`config.mk`:
```
export PLATFORM = sky130hd
export DESIGN_NAME = ccd_top
export DESIGN_NICKNAME = d
export VERILOG_FILES = /design/src/hdl/ccd_top.v /design/src/hdl/ccd_serial_port.v /design/src/hdl/ccd_sequencer.v
export VERILOG_INCLUDE_DIRS = /design/src /design/src/hdl
export SDC_FILE = /design/constraint.sdc
export NUM_CORES = 2
export LEC_CHECK = 0
export BUFFER_PORTS_ARGS = -buffer_cell sky130_fd_sc_hd__buf_2
export CAP_MARGIN = 20
export CORE_MARGIN = 10
export CORE_UTILIZATION = 40
export DETAILED_ROUTE_END_ITERATION = 16
export PLACE_DENSITY = 0.58
export SYNTH_ARGS = -nofsm -noshare
export SYNTH_HDL_FRONTEND = slang
export SYNTH_HIERARCHICAL = 1
export SYNTH_SLANG_ARGS = --single-unit
```
`constraint.sdc`:
```
create_clock -name MCLK -period 11.65 [get_ports MCLK]
set_input_delay 0 -clock MCLK [delete_from_list [all_inputs] [get_ports MCLK]]
set_output_delay 0 -clock MCLK [all_outputs]
set_load 0.01 [all_outputs]
```
`src/hdl/ccd_defs.vh`:
```
// Register map, field positions, reset values and timing for the converter control block
`ifndef CCD_DEFS_VH
`define CCD_DEFS_VH

`define CCD_ADDR_STATUS 6'h00
`define CCD_ADDR_CONTROL 6'h01
`define CCD_ADDR_FLAGS 6'h06
`define CCD_ADDR_ENABLES 6'h07
`define CCD_ADDR_TALLY 6'h08
`define CCD_ADDR_CHAN_BASE 6'h09
`define CCD_ADDR_CHAN_LAST 6'h18
`define CCD_ADDR_CONFIG_BASE 6'h19
`define CCD_ADDR_CONFIG_LAST 6'h20
`define CCD_ADDR_OFFSET_BASE 6'h29
`define CCD_ADDR_OFFSET_LAST 6'h30
`define CCD_ADDR_GAIN_BASE 6'h31
`define CCD_ADDR_GAIN_LAST 6'h38

`define CCD_CONTROL_RST 16'h0000
`define CCD_FLAGS_RST 24'h00_0000
`define CCD_ENABLES_RST 24'h00_0040
`define CCD_TALLY_RST 8'h00
`define CCD_CHAN_RST 16'h0000
`define CCD_CONFIG_RST 16'h0860
`define CCD_OFFSET_RST 24'h80_0000
`define CCD_GAIN_RST 24'h50_0000

`define CCD_CONTROL_WMASK 16'h1FFF
`define CCD_ENABLES_WMASK 24'h7F_FFFF
`define CCD_FLAGS_VALID 24'h0F_FAFF
`define CCD_CHAN_WMASK 16'hF3FF
`define CCD_CONFIG_WMASK 16'h0FFF
`define CCD_SERIAL_FLAGS 24'h00_0078

`define CCD_CTL_CLK_LO 0
`define CCD_CTL_MODE_LO 2
`define CCD_CTL_POWER_LO 6
`define CCD_CTL_REF_EN 8
`define CCD_CTL_CS_EN 9
`define CCD_CTL_DATA_STATUS 10
`define CCD_CTL_CONTINUOUS_READOUT 11
`define CCD_CTL_RDY_DEL 12
`define CCD_CFG_REF_LO 3
`define CCD_CHAN_EN 15
`define CCD_CHAN_SETUP_LO 12
`define CCD_EN_TALLY 22

`define CCD_MODE_CONT 4'h0
`define CCD_MODE_SINGLE 4'h1
`define CCD_MODE_STANDBY 4'h2
`define CCD_MODE_POWERDOWN 4'h3
`define CCD_MODE_IDLE 4'h4
`define CCD_MODE_INT_ZERO 4'h5
`define CCD_MODE_INT_FULL 4'h6
`define CCD_MODE_SYS_ZERO 4'h7
`define CCD_MODE_SYS_FULL 4'h8

`define CCD_CLK_PERIOD_NS 4
`define CCD_BOOT_NS 2000
`define CCD_BOOT_CYCLES ((`CCD_BOOT_NS + `CCD_CLK_PERIOD_NS - 1) / `CCD_CLK_PERIOD_NS)

`endif

```
`src/hdl/ccd_top.v`:
```
// Converter control, diagnostics and setup registers behind the serial register port
// Summary of operation
// - Control register picks full, mid or low power; core runs at that level.
// - Control mode field picks continuous, single, standby, power-down or calibration.
// - Control register holds clock source select and internal reference enable.
// - Reference source comes from each setup's configuration register, not control.
// - Control register holds status-append and continuous readout interface options.
// - Control register is 16-bit, read/write, resets to zero; options in upper byte.
// - Flag register is 24-bit read-only, resets zero; bits 19:16 core faults, 23:20 zero.
// - Enable register is 24-bit read/write; only ignored-access enable set at reset.
// - Eight-bit read-only master clock tally, reset to zero.
// - Finished calibration overwrites offset or gain of the selected channel's setup.
// - Channel register top bit enables that channel's input pair for conversion.
// - In continuous mode, enabled channels convert in ascending order, wrapping to the lowest, forever.
// - Each channel picks any of eight setups; correction applies per setup.
// - Flag shows only while enabled; enabled flags OR into status error bit.
// - Sequencer skips channels whose enable bit is clear.
// - Writes during power-up or busy calibration are ignored and flagged.
`timescale 1ns/1ns
`include "ccd_defs.vh"
module ccd_top #(
	parameter SETUPS = 8,
	parameter BOOT_CYCLES = `CCD_BOOT_CYCLES,
	parameter [23:0] GAIN_RESET = `CCD_GAIN_RST
) (
	// System
	input wire MCLK,
	input wire RST_N,
	// Serial register port
	input wire SCLK,
	input wire CS_N,
	input wire DIN,
	output reg DOUT,
	output reg DOUT_OE,
	// Core settings
	output wire [1:0] POWER_LEVEL,
	output wire [3:0] OP_MODE,
	output wire [1:0] CLK_SOURCE,
	output wire REF_ENABLE,
	output wire CS_GATE_EN,
	output wire APPEND_STATUS,
	output wire CONT_READOUT,
	output wire OUTPUT_READY_DELAY,
	// Conversion request
	output reg CONV_START,
	output reg [3:0] CONV_MODE,
	output reg [3:0] CONV_CHANNEL,
	output reg [4:0] CONV_POS,
	output reg [4:0] CONV_NEG,
	output reg [2:0] CONV_SETUP,
	output reg [1:0] CONV_REF_SOURCE,
	output reg [23:0] CONV_OFFSET,
	output reg [23:0] CONV_GAIN,
	input wire CONV_DONE,
	input wire [23:0] CAL_VALUE,
	// Diagnostics
	input wire [23:0] FAULT_IN,
	output reg ERROR_FLAG
);
	localparam ST_IDLE = 1'b0;
	localparam ST_BUSY = 1'b1;
	localparam [2:0] SEL_NONE = 3'h0;
	localparam [2:0] SEL_CTRL = 3'h1;
	localparam [2:0] SEL_EN = 3'h2;
	localparam [2:0] SEL_CHAN = 3'h3;
	localparam [2:0] SEL_CFG = 3'h4;
	localparam [2:0] SEL_OFS = 3'h5;
	localparam [2:0] SEL_GAIN = 3'h6;

	wire sp_rise;
	wire sp_fall;
	wire sp_din;
	wire sp_cs;
	wire sp_end;
	reg [15:0] ctrl_reg;
	reg [23:0] en_reg;
	reg [23:0] flag_reg;
	reg [7:0] tally_reg;
	reg [3:0] sticky_reg;
	reg [15:0] boot_cnt_reg;
	reg boot_done_reg;
	reg [6:0] cmd_reg;
	reg data_phase_reg;
	reg [4:0] bit_cnt_reg;
	reg [2:0] frame_bits_reg;
	reg [5:0] addr_reg;
	reg rd_reg;
	reg [4:0] len_reg;
	reg [22:0] rx_reg;
	reg [23:0] tx_reg;
	reg state_reg;
	reg [3:0] run_mode_reg;
	reg [2:0] run_setup_reg;
	reg rdy_n_reg;
	reg [16*SETUPS-1:0] cfg_all;
	reg [24*SETUPS-1:0] ofs_all;
	reg [24*SETUPS-1:0] gain_all;

	wire [7:0] cmd_full;
	wire [5:0] dec_addr;
	wire [5:0] chan_off;
	wire [5:0] cfg_off;
	wire [5:0] ofs_off;
	wire [5:0] gain_off;
	wire [23:0] wdata;
	wire [15:0] seq_rd;
	wire [15:0] cur_word;
	wire [3:0] cur_chan;
	wire any_en;
	wire [2:0] cur_setup;
	wire [3:0] mode;
	wire cal_busy;
	wire last_bit;
	wire write_try;
	wire write_ok;
	wire cmd_done;
	wire mode_ok;
	wire startable;
	wire skip;
	wire done_ev;
	wire advance;
	wire to_idle;
	wire cal_ofs_we;
	wire cal_gain_we;
	wire [3:0] sticky_set;
	wire [3:0] sticky_clr;
	wire [23:0] raw_flags;
	wire [23:0] en_mask;
	wire [23:0] vis_flags;
	reg [23:0] dec_val;
	reg [4:0] dec_len;
	reg dec_map;
	reg [2:0] dec_sel;

	ccd_serial_port u_port (
		.clk(MCLK),
		.rst_n(RST_N),
		.sclk(SCLK),
		.cs_n(CS_N),
		.din(DIN),
		.rise(sp_rise),
		.fall(sp_fall),
		.din_f(sp_din),
		.cs_act(sp_cs),
		.frame_end(sp_end)
	);

	ccd_sequencer #(
		.CHANNELS(16)
	) u_seq (
		.clk(MCLK),
		.rst_n(RST_N),
		.wr_en(write_ok && dec_sel == SEL_CHAN),
		.wr_idx(chan_off[3:0]),
		.wr_data(wdata[15:0]),
		.rd_idx(chan_off[3:0]),
		.rd_data(seq_rd),
		.advance(advance),
		.cur_chan(cur_chan),
		.cur_word(cur_word),
		.any_en(any_en)
	);

	// Settings straight from the control register
	assign POWER_LEVEL = ctrl_reg[`CCD_CTL_POWER_LO +: 2];
	assign OP_MODE = ctrl_reg[`CCD_CTL_MODE_LO +: 4];
	assign CLK_SOURCE = ctrl_reg[`CCD_CTL_CLK_LO +: 2];
	assign REF_ENABLE = ctrl_reg[`CCD_CTL_REF_EN];
	assign CS_GATE_EN = ctrl_reg[`CCD_CTL_CS_EN];
	assign APPEND_STATUS = ctrl_reg[`CCD_CTL_DATA_STATUS];
	assign CONT_READOUT = ctrl_reg[`CCD_CTL_CONTINUOUS_READOUT];
	assign OUTPUT_READY_DELAY = ctrl_reg[`CCD_CTL_RDY_DEL];
	assign mode = ctrl_reg[`CCD_CTL_MODE_LO +: 4];

	// Address decode
	assign cmd_full = {cmd_reg, sp_din};
	assign dec_addr = data_phase_reg ? addr_reg : cmd_full[5:0];
	assign chan_off = dec_addr - `CCD_ADDR_CHAN_BASE;
	assign cfg_off = dec_addr - `CCD_ADDR_CONFIG_BASE;
	assign ofs_off = dec_addr - `CCD_ADDR_OFFSET_BASE;
	assign gain_off = dec_addr - `CCD_ADDR_GAIN_BASE;
	always @* begin
		dec_val = 24'h00_0000;
		dec_len = 5'd8;
		dec_map = 1'b1;
		dec_sel = SEL_NONE;
		if (dec_addr == `CCD_ADDR_STATUS) begin
			dec_val = {16'h0000, rdy_n_reg, ERROR_FLAG, 2'b00, cur_chan};
		end else if (dec_addr == `CCD_ADDR_CONTROL) begin
			dec_val = {8'h00, ctrl_reg};
			dec_len = 5'd16;
			dec_sel = SEL_CTRL;
		end else if (dec_addr == `CCD_ADDR_FLAGS) begin
			dec_val = flag_reg;
			dec_len = 5'd24;
		end else if (dec_addr == `CCD_ADDR_ENABLES) begin
			dec_val = en_reg;
			dec_len = 5'd24;
			dec_sel = SEL_EN;
		end else if (dec_addr == `CCD_ADDR_TALLY) begin
			dec_val = {16'h0000, tally_reg};
		end else if (dec_addr >= `CCD_ADDR_CHAN_BASE && dec_addr <= `CCD_ADDR_CHAN_LAST) begin
			dec_val = {8'h00, seq_rd};
			dec_len = 5'd16;
			dec_sel = SEL_CHAN;
		end else if (dec_addr >= `CCD_ADDR_CONFIG_BASE && dec_addr <= `CCD_ADDR_CONFIG_LAST) begin
			dec_val = {8'h00, cfg_all[16*cfg_off[2:0] +: 16]};
			dec_len = 5'd16;
			dec_sel = SEL_CFG;
		end else if (dec_addr >= `CCD_ADDR_OFFSET_BASE && dec_addr <= `CCD_ADDR_OFFSET_LAST) begin
			dec_val = ofs_all[24*ofs_off[2:0] +: 24];
			dec_len = 5'd24;
			dec_sel = SEL_OFS;
		end else if (dec_addr >= `CCD_ADDR_GAIN_BASE && dec_addr <= `CCD_ADDR_GAIN_LAST) begin
			dec_val = gain_all[24*gain_off[2:0] +: 24];
			dec_len = 5'd24;
			dec_sel = SEL_GAIN;
		end else begin
			dec_map = 1'b0;
		end
	end

	// Serial framing: command byte, then data of the register's width
	assign wdata = {rx_reg, sp_din};
	assign last_bit = sp_rise && sp_cs && data_phase_reg && bit_cnt_reg == len_reg - 5'd1;
	assign write_try = last_bit && !rd_reg;
	assign cal_busy = state_reg == ST_BUSY && run_mode_reg >= `CCD_MODE_INT_ZERO;
	assign write_ok = write_try && dec_sel != SEL_NONE && boot_done_reg && !cal_busy;
	assign cmd_done = sp_rise && sp_cs && !data_phase_reg && bit_cnt_reg == 5'd7 && !cmd_full[7];
	always @(posedge MCLK) begin
		if (!RST_N) begin
			cmd_reg <= 7'h00;
			data_phase_reg <= 1'b0;
			bit_cnt_reg <= 5'd0;
			frame_bits_reg <= 3'd0;
			addr_reg <= 6'h00;
			rd_reg <= 1'b0;
			len_reg <= 5'd8;
			rx_reg <= 23'h00_0000;
			tx_reg <= 24'h00_0000;
			DOUT <= 1'b0;
			DOUT_OE <= 1'b0;
		end else begin
			DOUT_OE <= sp_cs;
			if (sp_end || !sp_cs) begin
				data_phase_reg <= 1'b0;
				bit_cnt_reg <= 5'd0;
				frame_bits_reg <= 3'd0;
			end else if (sp_rise) begin
				frame_bits_reg <= frame_bits_reg + 3'd1;
				if (!data_phase_reg) begin
					cmd_reg <= cmd_full[6:0];
					if (bit_cnt_reg == 5'd7) begin
						bit_cnt_reg <= 5'd0;
						addr_reg <= cmd_full[5:0];
						rd_reg <= cmd_full[6];
						len_reg <= dec_len;
						data_phase_reg <= !cmd_full[7];
						tx_reg <= dec_val << (5'd24 - dec_len);
					end else begin
						bit_cnt_reg <= bit_cnt_reg + 5'd1;
					end
				end else begin
					rx_reg <= wdata[22:0];
					if (last_bit) begin
						data_phase_reg <= 1'b0;
						bit_cnt_reg <= 5'd0;
					end else begin
						bit_cnt_reg <= bit_cnt_reg + 5'd1;
					end
				end
			end else if (sp_fall && data_phase_reg && rd_reg) begin
				DOUT <= tx_reg[23];
				tx_reg <= {tx_reg[22:0], 1'b0};
			end
		end
	end

	// Power-up window in which writes are refused
	always @(posedge MCLK) begin
		if (!RST_N) begin
			boot_cnt_reg <= 16'h0000;
			boot_done_reg <= 1'b0;
		end else if (!boot_done_reg) begin
			boot_cnt_reg <= boot_cnt_reg + 16'h0001;
			boot_done_reg <= boot_cnt_reg == BOOT_CYCLES[15:0] - 16'h0001;
		end
	end

	// Control and enable registers
	assign to_idle = done_ev && run_mode_reg != `CCD_MODE_CONT;
	always @(posedge MCLK) begin
		if (!RST_N) begin
			ctrl_reg <= `CCD_CONTROL_RST;
			en_reg <= `CCD_ENABLES_RST;
		end else begin
			if (write_ok && dec_sel == SEL_CTRL) begin
				ctrl_reg <= wdata[15:0] & `CCD_CONTROL_WMASK;
			end else if (to_idle) begin
				ctrl_reg[`CCD_CTL_MODE_LO +: 4] <= `CCD_MODE_IDLE;
			end
			if (write_ok && dec_sel == SEL_EN) begin
				en_reg <= wdata & `CCD_ENABLES_WMASK;
			end
		end
	end

	// Conversion and calibration sequencing
	assign mode_ok = mode == `CCD_MODE_CONT || mode == `CCD_MODE_SINGLE || mode >= `CCD_MODE_INT_ZERO;
	assign startable = state_reg == ST_IDLE && boot_done_reg && any_en && mode_ok && mode <= `CCD_MODE_SYS_FULL;
	assign skip = startable && !cur_word[`CCD_CHAN_EN];
	assign done_ev = state_reg == ST_BUSY && CONV_DONE;
	assign advance = skip || (done_ev && run_mode_reg == `CCD_MODE_CONT);
	assign cur_setup = cur_word[`CCD_CHAN_SETUP_LO +: 3];
	assign cal_ofs_we = done_ev && (run_mode_reg == `CCD_MODE_INT_ZERO || run_mode_reg == `CCD_MODE_SYS_ZERO);
	assign cal_gain_we = done_ev && (run_mode_reg == `CCD_MODE_INT_FULL || run_mode_reg == `CCD_MODE_SYS_FULL);
	always @(posedge MCLK) begin
		if (!RST_N) begin
			state_reg <= ST_IDLE;
			run_mode_reg <= `CCD_MODE_IDLE;
			run_setup_reg <= 3'h0;
			rdy_n_reg <= 1'b1;
			CONV_START <= 1'b0;
			CONV_MODE <= `CCD_MODE_IDLE;
			CONV_CHANNEL <= 4'h0;
			CONV_POS <= 5'h00;
			CONV_NEG <= 5'h00;
			CONV_SETUP <= 3'h0;
			CONV_REF_SOURCE <= 2'h0;
			CONV_OFFSET <= `CCD_OFFSET_RST;
			CONV_GAIN <= GAIN_RESET;
		end else begin
			CONV_START <= 1'b0;
			if (startable && cur_word[`CCD_CHAN_EN]) begin
				state_reg <= ST_BUSY;
				run_mode_reg <= mode;
				run_setup_reg <= cur_setup;
				rdy_n_reg <= 1'b1;
				CONV_START <= 1'b1;
				CONV_MODE <= mode;
				CONV_CHANNEL <= cur_chan;
				CONV_POS <= cur_word[9:5];
				CONV_NEG <= cur_word[4:0];
				CONV_SETUP <= cur_setup;
				CONV_REF_SOURCE <= cfg_all[16*cur_setup+`CCD_CFG_REF_LO +: 2];
				CONV_OFFSET <= ofs_all[24*cur_setup +: 24];
				CONV_GAIN <= gain_all[24*cur_setup +: 24];
			end else if (done_ev) begin
				state_reg <= ST_IDLE;
				if (run_mode_reg < `CCD_MODE_INT_ZERO) begin
					rdy_n_reg <= 1'b0;
				end
			end
		end
	end

	// Per-setup configuration, offset and gain
	genvar g;
	generate
		for (g = 0; g < SETUPS; g = g + 1) begin : g_setup
			localparam [2:0] IDX = g;
			always @(posedge MCLK) begin
				if (!RST_N) begin
					cfg_all[16*g +: 16] <= `CCD_CONFIG_RST;
					ofs_all[24*g +: 24] <= `CCD_OFFSET_RST;
					gain_all[24*g +: 24] <= GAIN_RESET;
				end else begin
					if (write_ok && dec_sel == SEL_CFG && cfg_off[2:0] == IDX) begin
						cfg_all[16*g +: 16] <= wdata[15:0] & `CCD_CONFIG_WMASK;
					end
					if (cal_ofs_we && run_setup_reg == IDX) begin
						ofs_all[24*g +: 24] <= CAL_VALUE;
					end else if (write_ok && dec_sel == SEL_OFS && ofs_off[2:0] == IDX) begin
						ofs_all[24*g +: 24] <= wdata;
					end
					if (cal_gain_we && run_setup_reg == IDX) begin
						gain_all[24*g +: 24] <= CAL_VALUE;
					end else if (write_ok && dec_sel == SEL_GAIN && gain_off[2:0] == IDX) begin
						gain_all[24*g +: 24] <= wdata;
					end
				end
			end
		end
	endgenerate

	// Diagnostics: sticky serial faults, enable gating, error summary
	assign sticky_set[3] = write_try && (!boot_done_reg || cal_busy);
	assign sticky_set[2] = sp_end && frame_bits_reg != 3'd0;
	assign sticky_set[1] = cmd_done && cmd_full[6] && !dec_map;
	assign sticky_set[0] = write_try && dec_sel == SEL_NONE;
	assign sticky_clr = (cmd_done && cmd_full[6] && cmd_full[5:0] == `CCD_ADDR_FLAGS) ? 4'hF : 4'h0;
	assign raw_flags = (FAULT_IN & ~`CCD_SERIAL_FLAGS) | {17'h0_0000, sticky_reg, 3'h0};
	assign en_mask = {4'h0, |en_reg[20:19], en_reg[18:11], 1'b0, en_reg[9], 1'b0, en_reg[7:0]};
	assign vis_flags = raw_flags & en_mask & `CCD_FLAGS_VALID;
	always @(posedge MCLK) begin
		if (!RST_N) begin
			sticky_reg <= 4'h0;
			flag_reg <= `CCD_FLAGS_RST;
			ERROR_FLAG <= 1'b0;
			tally_reg <= `CCD_TALLY_RST;
		end else begin
			sticky_reg <= (sticky_reg & ~sticky_clr) | sticky_set;
			flag_reg <= vis_flags;
			ERROR_FLAG <= |vis_flags;
			if (en_reg[`CCD_EN_TALLY]) begin
				tally_reg <= tally_reg + 8'h01;
			end
		end
	end
endmodule // ccd_top

```
`src/hdl/ccd_serial_port.v`:
```
// Pin synchroniser and edge finder for the serial register port
`timescale 1ns/1ns
module ccd_serial_port (
	// System
	input wire clk,
	input wire rst_n,
	// Pins
	input wire sclk,
	input wire cs_n,
	input wire din,
	// Events
	output reg rise,
	output reg fall,
	output wire din_f,
	output wire cs_act,
	output reg frame_end
);
	wire [2:0] pin_in;
	reg [2:0] s1_reg;
	reg [2:0] s2_reg;
	reg [2:0] s3_reg;
	reg [2:0] filt_reg;
	assign pin_in = {din, cs_n, sclk};
	assign din_f = filt_reg[2];
	assign cs_act = ~filt_reg[1];
	genvar i;
	generate
		for (i = 0; i < 3; i = i + 1) begin : g_sync
			// Idle levels: clock and select high
			localparam IDLE = (i < 2) ? 1'b1 : 1'b0;
			always @(posedge clk) begin
				if (!rst_n) begin
					s1_reg[i] <= IDLE;
					s2_reg[i] <= IDLE;
					s3_reg[i] <= IDLE;
					filt_reg[i] <= IDLE;
				end else begin
					s1_reg[i] <= pin_in[i];
					s2_reg[i] <= s1_reg[i];
					s3_reg[i] <= s2_reg[i];
					if (s2_reg[i] == s3_reg[i]) begin
						filt_reg[i] <= s3_reg[i];
					end
				end
			end
		end
	endgenerate
	always @(posedge clk) begin
		if (!rst_n) begin
			rise <= 1'b0;
			fall <= 1'b0;
			frame_end <= 1'b0;
		end else begin
			rise <= (s2_reg[0] == s3_reg[0]) && s3_reg[0] && !filt_reg[0];
			fall <= (s2_reg[0] == s3_reg[0]) && !s3_reg[0] && filt_reg[0];
			frame_end <= (s2_reg[1] == s3_reg[1]) && s3_reg[1] && !filt_reg[1];
		end
	end
endmodule // ccd_serial_port

```
`src/hdl/ccd_sequencer.v`:
```
// Channel registers and ascending wrap-around channel sequencer
`timescale 1ns/1ns
`include "ccd_defs.vh"
module ccd_sequencer #(
	parameter CHANNELS = 16
) (
	// System
	input wire clk,
	input wire rst_n,
	// Register access
	input wire wr_en,
	input wire [3:0] wr_idx,
	input wire [15:0] wr_data,
	input wire [3:0] rd_idx,
	output wire [15:0] rd_data,
	// Sequencing
	input wire advance,
	output reg [3:0] cur_chan,
	output wire [15:0] cur_word,
	output wire any_en
);
	reg [16*CHANNELS-1:0] chan_all;
	wire [CHANNELS-1:0] en_vec;
	reg [3:0] nxt;
	reg [3:0] step;
	reg found;
	integer k;
	genvar c;
	generate
		for (c = 0; c < CHANNELS; c = c + 1) begin : g_chan
			localparam [3:0] IDX = c;
			assign en_vec[c] = chan_all[16*c+`CCD_CHAN_EN];
			always @(posedge clk) begin
				if (!rst_n) begin
					chan_all[16*c +: 16] <= `CCD_CHAN_RST;
				end else if (wr_en && wr_idx == IDX) begin
					chan_all[16*c +: 16] <= wr_data & `CCD_CHAN_WMASK;
				end
			end
		end
	endgenerate
	assign rd_data = chan_all[16*rd_idx +: 16];
	assign cur_word = chan_all[16*cur_chan +: 16];
	assign any_en = |en_vec;
	// Next enabled channel above current, wrapping to lowest
	always @* begin
		nxt = cur_chan;
		step = cur_chan;
		found = 1'b0;
		for (k = 0; k < CHANNELS; k = k + 1) begin
			step = step + 4'h1;
			if (!found && en_vec[step]) begin
				nxt = step;
				found = 1'b1;
			end
		end
	end
	always @(posedge clk) begin
		if (!rst_n) begin
			cur_chan <= 4'h0;
		end else if (advance) begin
			cur_chan <= nxt;
		end
	end
endmodule // ccd_sequencer

```
Word level (Yosys, flattened, before mapping)
Index checks and enable logic that the tools add are counted.
{ "totals": {"reg_bits": 964, "inputBits": 54, "output_inout_bits": 88, "word_cells": 575} }
{ "op_classes": {"addsub": 27, "mul": 3, "order_cmp": 28, "n_eq_ne": 67, "shift": 9, "n_mux": 149, "n_bitwise": 11, "n_reduce_logical": 193} }
{ "op_table": {"columns": ["operator", "n"], "rows": [
  ["2-to-1 mux 24 bit", 45],
  ["indexed part select 192 x 9 -> 24 bit", 4],
  ["indexed part select 256 x 9 -> 16 bit", 2],
  ["indexed part select 128 x 8 -> 16 bit", 1],
  ["indexed part select 128 x 9 -> 2 bit", 1],
  ["logical AND 1 bit", 117],
  ["< comparator 4 x 5 -> 1 bit (second input constant)", 16],
  ["2-to-1 mux 4 bit", 19],
  ["adder 4 x 1 -> 4 bit (second input constant)", 16],
  ["binary-select mux 1 bit (select 4 bit)", 16],
  ["2-to-1 mux 5 bit", 12],
  ["equality test 3 bit (second input constant)", 19],
  ["2-to-1 mux 1 bit", 47],
  ["nonzero test 2 bit", 19],
  ["equality test 4 bit (second input constant)", 9],
  ["equality test 3 x 2 -> 1 bit (second input constant)", 10],
  ["equality test 4 x 3 -> 1 bit (second input constant)", 7],
  ["2-to-1 mux 3 bit", 9],
  ["zero test 1 bit", 25],
  ["<< shifter 24 x 5 -> 24 bit", 1],
  ["AND 20 bit", 1],
  ["bitwise OR 20 x 7 -> 20 bit", 1],
  ["equality test 6 x 3 -> 1 bit (second input constant)", 3],
  ["less-or-equal comparator 6 bit (second input constant)", 3],
  ["45 further kinds", 84]
]} }

Logic depth before layout (Yosys ltp)
{ "logic_depth": {"word_depth": 50, "ltp_mapped": 24, "depth_no_buf": 14} }

Modules after synthesis
The synthesis kept the hierarchy.
{ "by_module_without_submodules": {"columns": ["mod", "n_inst", "cells_each", "area_per_inst_um2", "seq_area_each_um2"], "rows": [
  ["ccd_top", 1, 3906, 37752.5, 14253.7],
  ["ccd_sequencer", 1, 1648, 14448.9, 4564.4],
  ["ccd_serial_port", 1, 42, 486.7, 300.3]
]} }

Least setup slack after synthesis
OpenSTA, ideal clock, no wires.
{ "synth_path": {"path_type": "register to register", "start": "register data_phase_reg", "end": "register tx_reg[17]", "arrival_ns": 6.566, "setup_slack_ns": 4.950, "stages_incl_launch_ff": 24, "path_cell_list": "dfxtp_1 buf_6 buf_4 buf_6 mux2i_4 buf_2 buf_2 buf_1 ha_1 ha_1 clkbuf_1 inv_1 clkbuf_1 buf_1 buf_1 buf_1 buf_1 mux4_2 nand2b_1 o311ai_0 o311ai_0 o211ai_1 nor4bb_1 nor4_1"} }
{ "synth_via": {"elab_cells_between_ends": 56, "classes_between": "add/sub: 5; mul: 2; order compare: 8; eq/ne: 5; shift: 5; mux: 22; reduce/logical: 9"} }
{ "synth_lines": {"columns": ["item", "line", "source"], "rows": [
  ["from (decl)", "ccd_top.v:83", "reg data_phase_reg;"],
  ["from (signal assigned)", "ccd_top.v:258", "data_phase_reg <= !cmd_full[7];"],
  ["2-to-1 mux 6 bit", "ccd_top.v:177", "assign dec_addr = data_phase_reg ? addr_reg : cmd_full[5:0];"],
  ["subtractor 3 x 1 -> 3 bit (no source line)", null, null],
  ["net cfg_off[0]", "ccd_top.v:102", "wire [5:0] cfg_off;"],
  ["indexed part select 128 x 8 -> 16 bit", "ccd_top.v:207", "dec_val = {8'h00, cfg_all[16*cfg_off[2:0] +: 16]};"],
  ["2-to-1 mux 24 bit", "ccd_top.v:206", "end else if (dec_addr >= `CCD_ADDR_CONFIG_BASE && dec_addr <= `CCD_ADDR_CONFIG_LAST) begin"],
  ["2-to-1 mux 24 bit", "ccd_top.v:202", "end else if (dec_addr >= `CCD_ADDR_CHAN_BASE && dec_addr <= `CCD_ADDR_CHAN_LAST) begin"],
  ["2-to-1 mux 24 bit", "ccd_top.v:200", "end else if (dec_addr == `CCD_ADDR_TALLY) begin"],
  ["2-to-1 mux 24 bit", "ccd_top.v:196", "end else if (dec_addr == `CCD_ADDR_ENABLES) begin"],
  ["2-to-1 mux 24 bit", "ccd_top.v:193", "end else if (dec_addr == `CCD_ADDR_FLAGS) begin"],
  ["2-to-1 mux 24 bit", "ccd_top.v:189", "end else if (dec_addr == `CCD_ADDR_CONTROL) begin"],
  ["2-to-1 mux 24 bit", "ccd_top.v:187", "if (dec_addr == `CCD_ADDR_STATUS) begin"],
  ["<< shifter 24 x 5 -> 24 bit", "ccd_top.v:259", "tx_reg <= dec_val << (5'd24 - dec_len);"],
  ["2-to-1 mux 24 bit", "ccd_top.v:253", "if (bit_cnt_reg == 5'd7) begin"],
  ["2-to-1 mux 24 bit", "ccd_top.v:251", "if (!data_phase_reg) begin"],
  ["2-to-1 mux 24 bit", "ccd_top.v:249", "end else if (sp_rise) begin"],
  ["to (signal assigned)", "ccd_top.v:259", null],
  ["to (signal assigned)", "ccd_top.v:274", "tx_reg <= {tx_reg[22:0], 1'b0};"],
  ["to (decl)", "ccd_top.v:90", "reg [23:0] tx_reg;"]
]} }
The timed path passes the listed nets, and every way through them passes these cells. The select of a mux whose other input is x is not followed.
A chain may end at the register's enable or synchronous reset.

Final worst setup path
{ "layout_path": {"start": "register data_phase_reg", "end": "register u_seq.chan_all[53]"} }
{ "layout_via": {"elab_chain_cells": 18, "elab_cells_between_ends": 39, "classes_between": "add/sub: 1; order compare: 8; eq/ne: 6; mux: 10; reduce/logical: 14"} }
{ "layout_rtl": {"columns": ["item", "line", "source"], "rows": [
  ["2-to-1 mux 6 bit", "ccd_top.v:177", null],
  [">= comparator 6 bit (no source line) / less-or-equal comparator 6 bit (equally long branches)", null, null],
  ["logical AND 1 bit (no source line)", null, null],
  ["2-to-1 mux 3 bit", "ccd_top.v:214", "end else if (dec_addr >= `CCD_ADDR_GAIN_BASE && dec_addr <= `CCD_ADDR_GAIN_LAST) begin"],
  ["2-to-1 mux 3 bit", "ccd_top.v:210", "end else if (dec_addr >= `CCD_ADDR_OFFSET_BASE && dec_addr <= `CCD_ADDR_OFFSET_LAST) begin"],
  ["2-to-1 mux 3 bit", "ccd_top.v:206", null],
  ["2-to-1 mux 3 bit", "ccd_top.v:202", null],
  ["2-to-1 mux 3 bit", "ccd_top.v:200", null],
  ["2-to-1 mux 3 bit", "ccd_top.v:196", null],
  ["2-to-1 mux 3 bit", "ccd_top.v:193", null],
  ["2-to-1 mux 3 bit", "ccd_top.v:189", null],
  ["2-to-1 mux 3 bit", "ccd_top.v:187", null],
  ["nonzero test 3 bit", "ccd_top.v:228", "assign write_ok = write_try && dec_sel != SEL_NONE && boot_done_reg && !cal_busy;"],
  ["logical AND 1 bit (3 in a row)", "ccd_top.v:228", null],
  ["logical AND 1 bit", "ccd_top.v:153", ".wr_en(write_ok && dec_sel == SEL_CHAN),"],
  ["logical AND 1 bit (*)", "ccd_sequencer.v:36", "end else if (wr_en && wr_idx == IDX) begin"],
  ["to (signal, indexed assignment)", "ccd_sequencer.v:35", "chan_all[16*c +: 16] <= `CCD_CHAN_RST;"],
  ["to (signal, indexed assignment)", "ccd_sequencer.v:37", "chan_all[16*c +: 16] <= wr_data & `CCD_CHAN_WMASK;"],
  ["to (decl)", "ccd_sequencer.v:22", "reg [16*CHANNELS-1:0] chan_all;"]
]} }
Mark *: on every way between the ends. The rest lies on a longest branch, timed or not.

==> metrics.txt <==
fin crit share=60.6%; CP max-delay cell=nor3_1; final setup fails=0; switching share of power=22.7%; worst hold path depth=3; most common cell after layout, fill and taps aside=dfxtp_1; leading registers by flop count=u_seq/chan_all x224, gain_all x192, ofs_all x192; Buffers on Ports=131; WL final=192000 µm; DP Cell Count=7017; Layout Nets=5491; Final Max Slew Viols=0; TritonCTS Buffers=106; mean routed wirelength per cell=26.5 µm; TritonCTS clock tree=built; Worst-Margin Slew=1.28 ns; Worst VDD drop=0.130 mV; Switching Power=1550 µW; CTS root buf=clkbuf_16; CP dominant cell by count=buf_4; shortest period the worst path allows=7.06 ns; number of antenna violations at the first check in global routing=3; die footprint=0.147 mm²; Synth warnings=6; remaining global-route overflow=0; Worst-path clk slew=0.06 ns; Avg Inst Size Synth=9.42 µm²; Leakage=0.0180 µW; critical path's largest stage delay=0.99 ns; Worst setup SP type=flip-flop; setup TNS=0 ns; Starting DRT DRC Count=4493; # Max-Cap Violations=0; Max Buffers Root-to-Sink=3; Setup Skew=0.0339 ns; Largest register FFs=224; largest net degree at the start of global routing=203; clock sink total=955; Arrival @ worst endpoint=7.64 ns; P_int=5280 µW; layout cell share with drive strength beyond 1=16.6%; length in cells of the worst reg-to-reg path=17; Final Hold Fails=0; Pre-antenna DRT Iters=6; CP cell instances=buf_4, mux2i_4, buf_4, buf_4, ha_4, nor2b_1, a22oi_1, or3_1, a21oi_2, buf_4, o31ai_2, buf_4, nor3_1, nor3b_1, nand3_1, nand2_1, a21oi_1; Flop pwr share=47.8%; Max-slew headroom=13.7%; Die Ht=383 µm; most frequent cells in the layout=dfxtp_1, nand2_1, mux2i_1; CTS hold repair buffers=46; crit path kind=flip-flop to flip-flop; pwr/cell area=117 mW/mm²; Ports=142; HPWL Detailed=119000 µm; vias per inst=6.14; RSZ-0062 raised after global routing=no; Fmax=142 MHz; # resized after CTS=0; Cell Area, Synth=0.0527 mm²; Gate Count Post-Synth=5594; Crit. End Element=flip-flop; area of the core=0.131 mm²; num rows=133; largest register by flop count=u_seq/chan_all; vias in the first global route=42200; postcts setup bufs=0; Placer Congestion=0.914; Post-Layout Cell Count=7260; DR DRC count=0; outcome=finished clean; clock share of power=50.2%; first-pass GRT wire length=282000 µm; Area Growth Syn to Fin=10.8%; GRT Overall Usage=25.0%; worst-skew pair later-pin latency=0.75 ns; H-tree levels=3; Via Count=44600; Post-DRT Antenna Nets=0; Starting Density=40.2%; class of the worst hold path=input port to flip-flop; Comb pwr share=1.9%; Max FO, Critical Path=34; fillers=12700; die outline width=383 µm; Critical Path RT=12.23 ns
[worst max-delay path: cells and delay by family (launching register included)]
kind,cells,cell delay [ns]
AO/OA/AOI/OAI,4,0.47
adder cells (fa/ha/maj),1,0.31
AND/OR/NAND/NOR,6,3.40
buffers and inverters,5,2.10
multiplexers,1,0.28
flip-flops,1,0.30
[through the flow]
stage,utilization (%),power (µW),hold WS (ns),cell area (µm²),setup WS [ns]
floorplan,-,3410,0.0964,52700,4.95
global placement,41.4,3460,0.188,54300,4.75
detailed placement,41.4,3450,0.202,54300,4.77
CTS,44.5,6870,0.0633,58300,4.76
global route,44.5,7000,0.112,58400,4.39
finish,44.5,6830,0.108,58400,4.59
[power groups by stage]
| stage | combinational, µW | clock (µW) | sequential, µW |
|---|---|---|---|
| 2_1_floorplan | 70.3 | 0 | 3340 |
| 3_3_place_gp | 114 | 0 | 3340 |
| 3_5_place_dp | 113 | 0 | 3340 |
| 4_1_cts | 127 | 3480 | 3270 |
| 5_1_grt | 137 | 3600 | 3270 |
| 6_report | 130 | 3430 | 3270 |
[per-layer routing]
| metal | part of all wire, % | vias to the layer above | GRT usage [%] |
|---|---|---|---|
| met3 | 7.8 | 475 | 4.90 |
| met4 | 5.2 | 2 | 12.4 |
| met2 | 46 | 1971 | 39.8 |
| li1 | - | 20100 | - |
| met5 | 0.0068 | - | 0 |
| met1 | 41 | 22000 | 32.3 |
[final timing paths]
kind                                             startpoint                               to  slack, ns
worst max-delay path            data_phase_reg$_SDFFE_PP0P_  u_seq/chan_all[53]$_SDFFE_PN0P_       4.59
worst min-delay path                            FAULT_IN[9]           flag_reg[9]$_SDFF_PN0_       0.11
worst max register to register  data_phase_reg$_SDFFE_PP0P_  u_seq/chan_all[53]$_SDFFE_PN0P_       4.59
worst min register to register  u_port/s1_reg[0]$_SDFF_PN1_      u_port/s2_reg[0]$_SDFF_PN1_       0.40
[layout make-up]
cell class,instances,area (µm²),share of cell area (%)
diodes,1,2.50,0.00429
clock buffers,157,3090,5.29
clock inverters,36,412,0.705
inverters,46,195,0.334
multi-input cells,4025,31300,53.6
flip-flops and latches,955,19100,32.8
well taps,1755,2200,3.76
repair buffers,285,2040,3.49
Note: power is estimated with default switching activity, not from simulation.
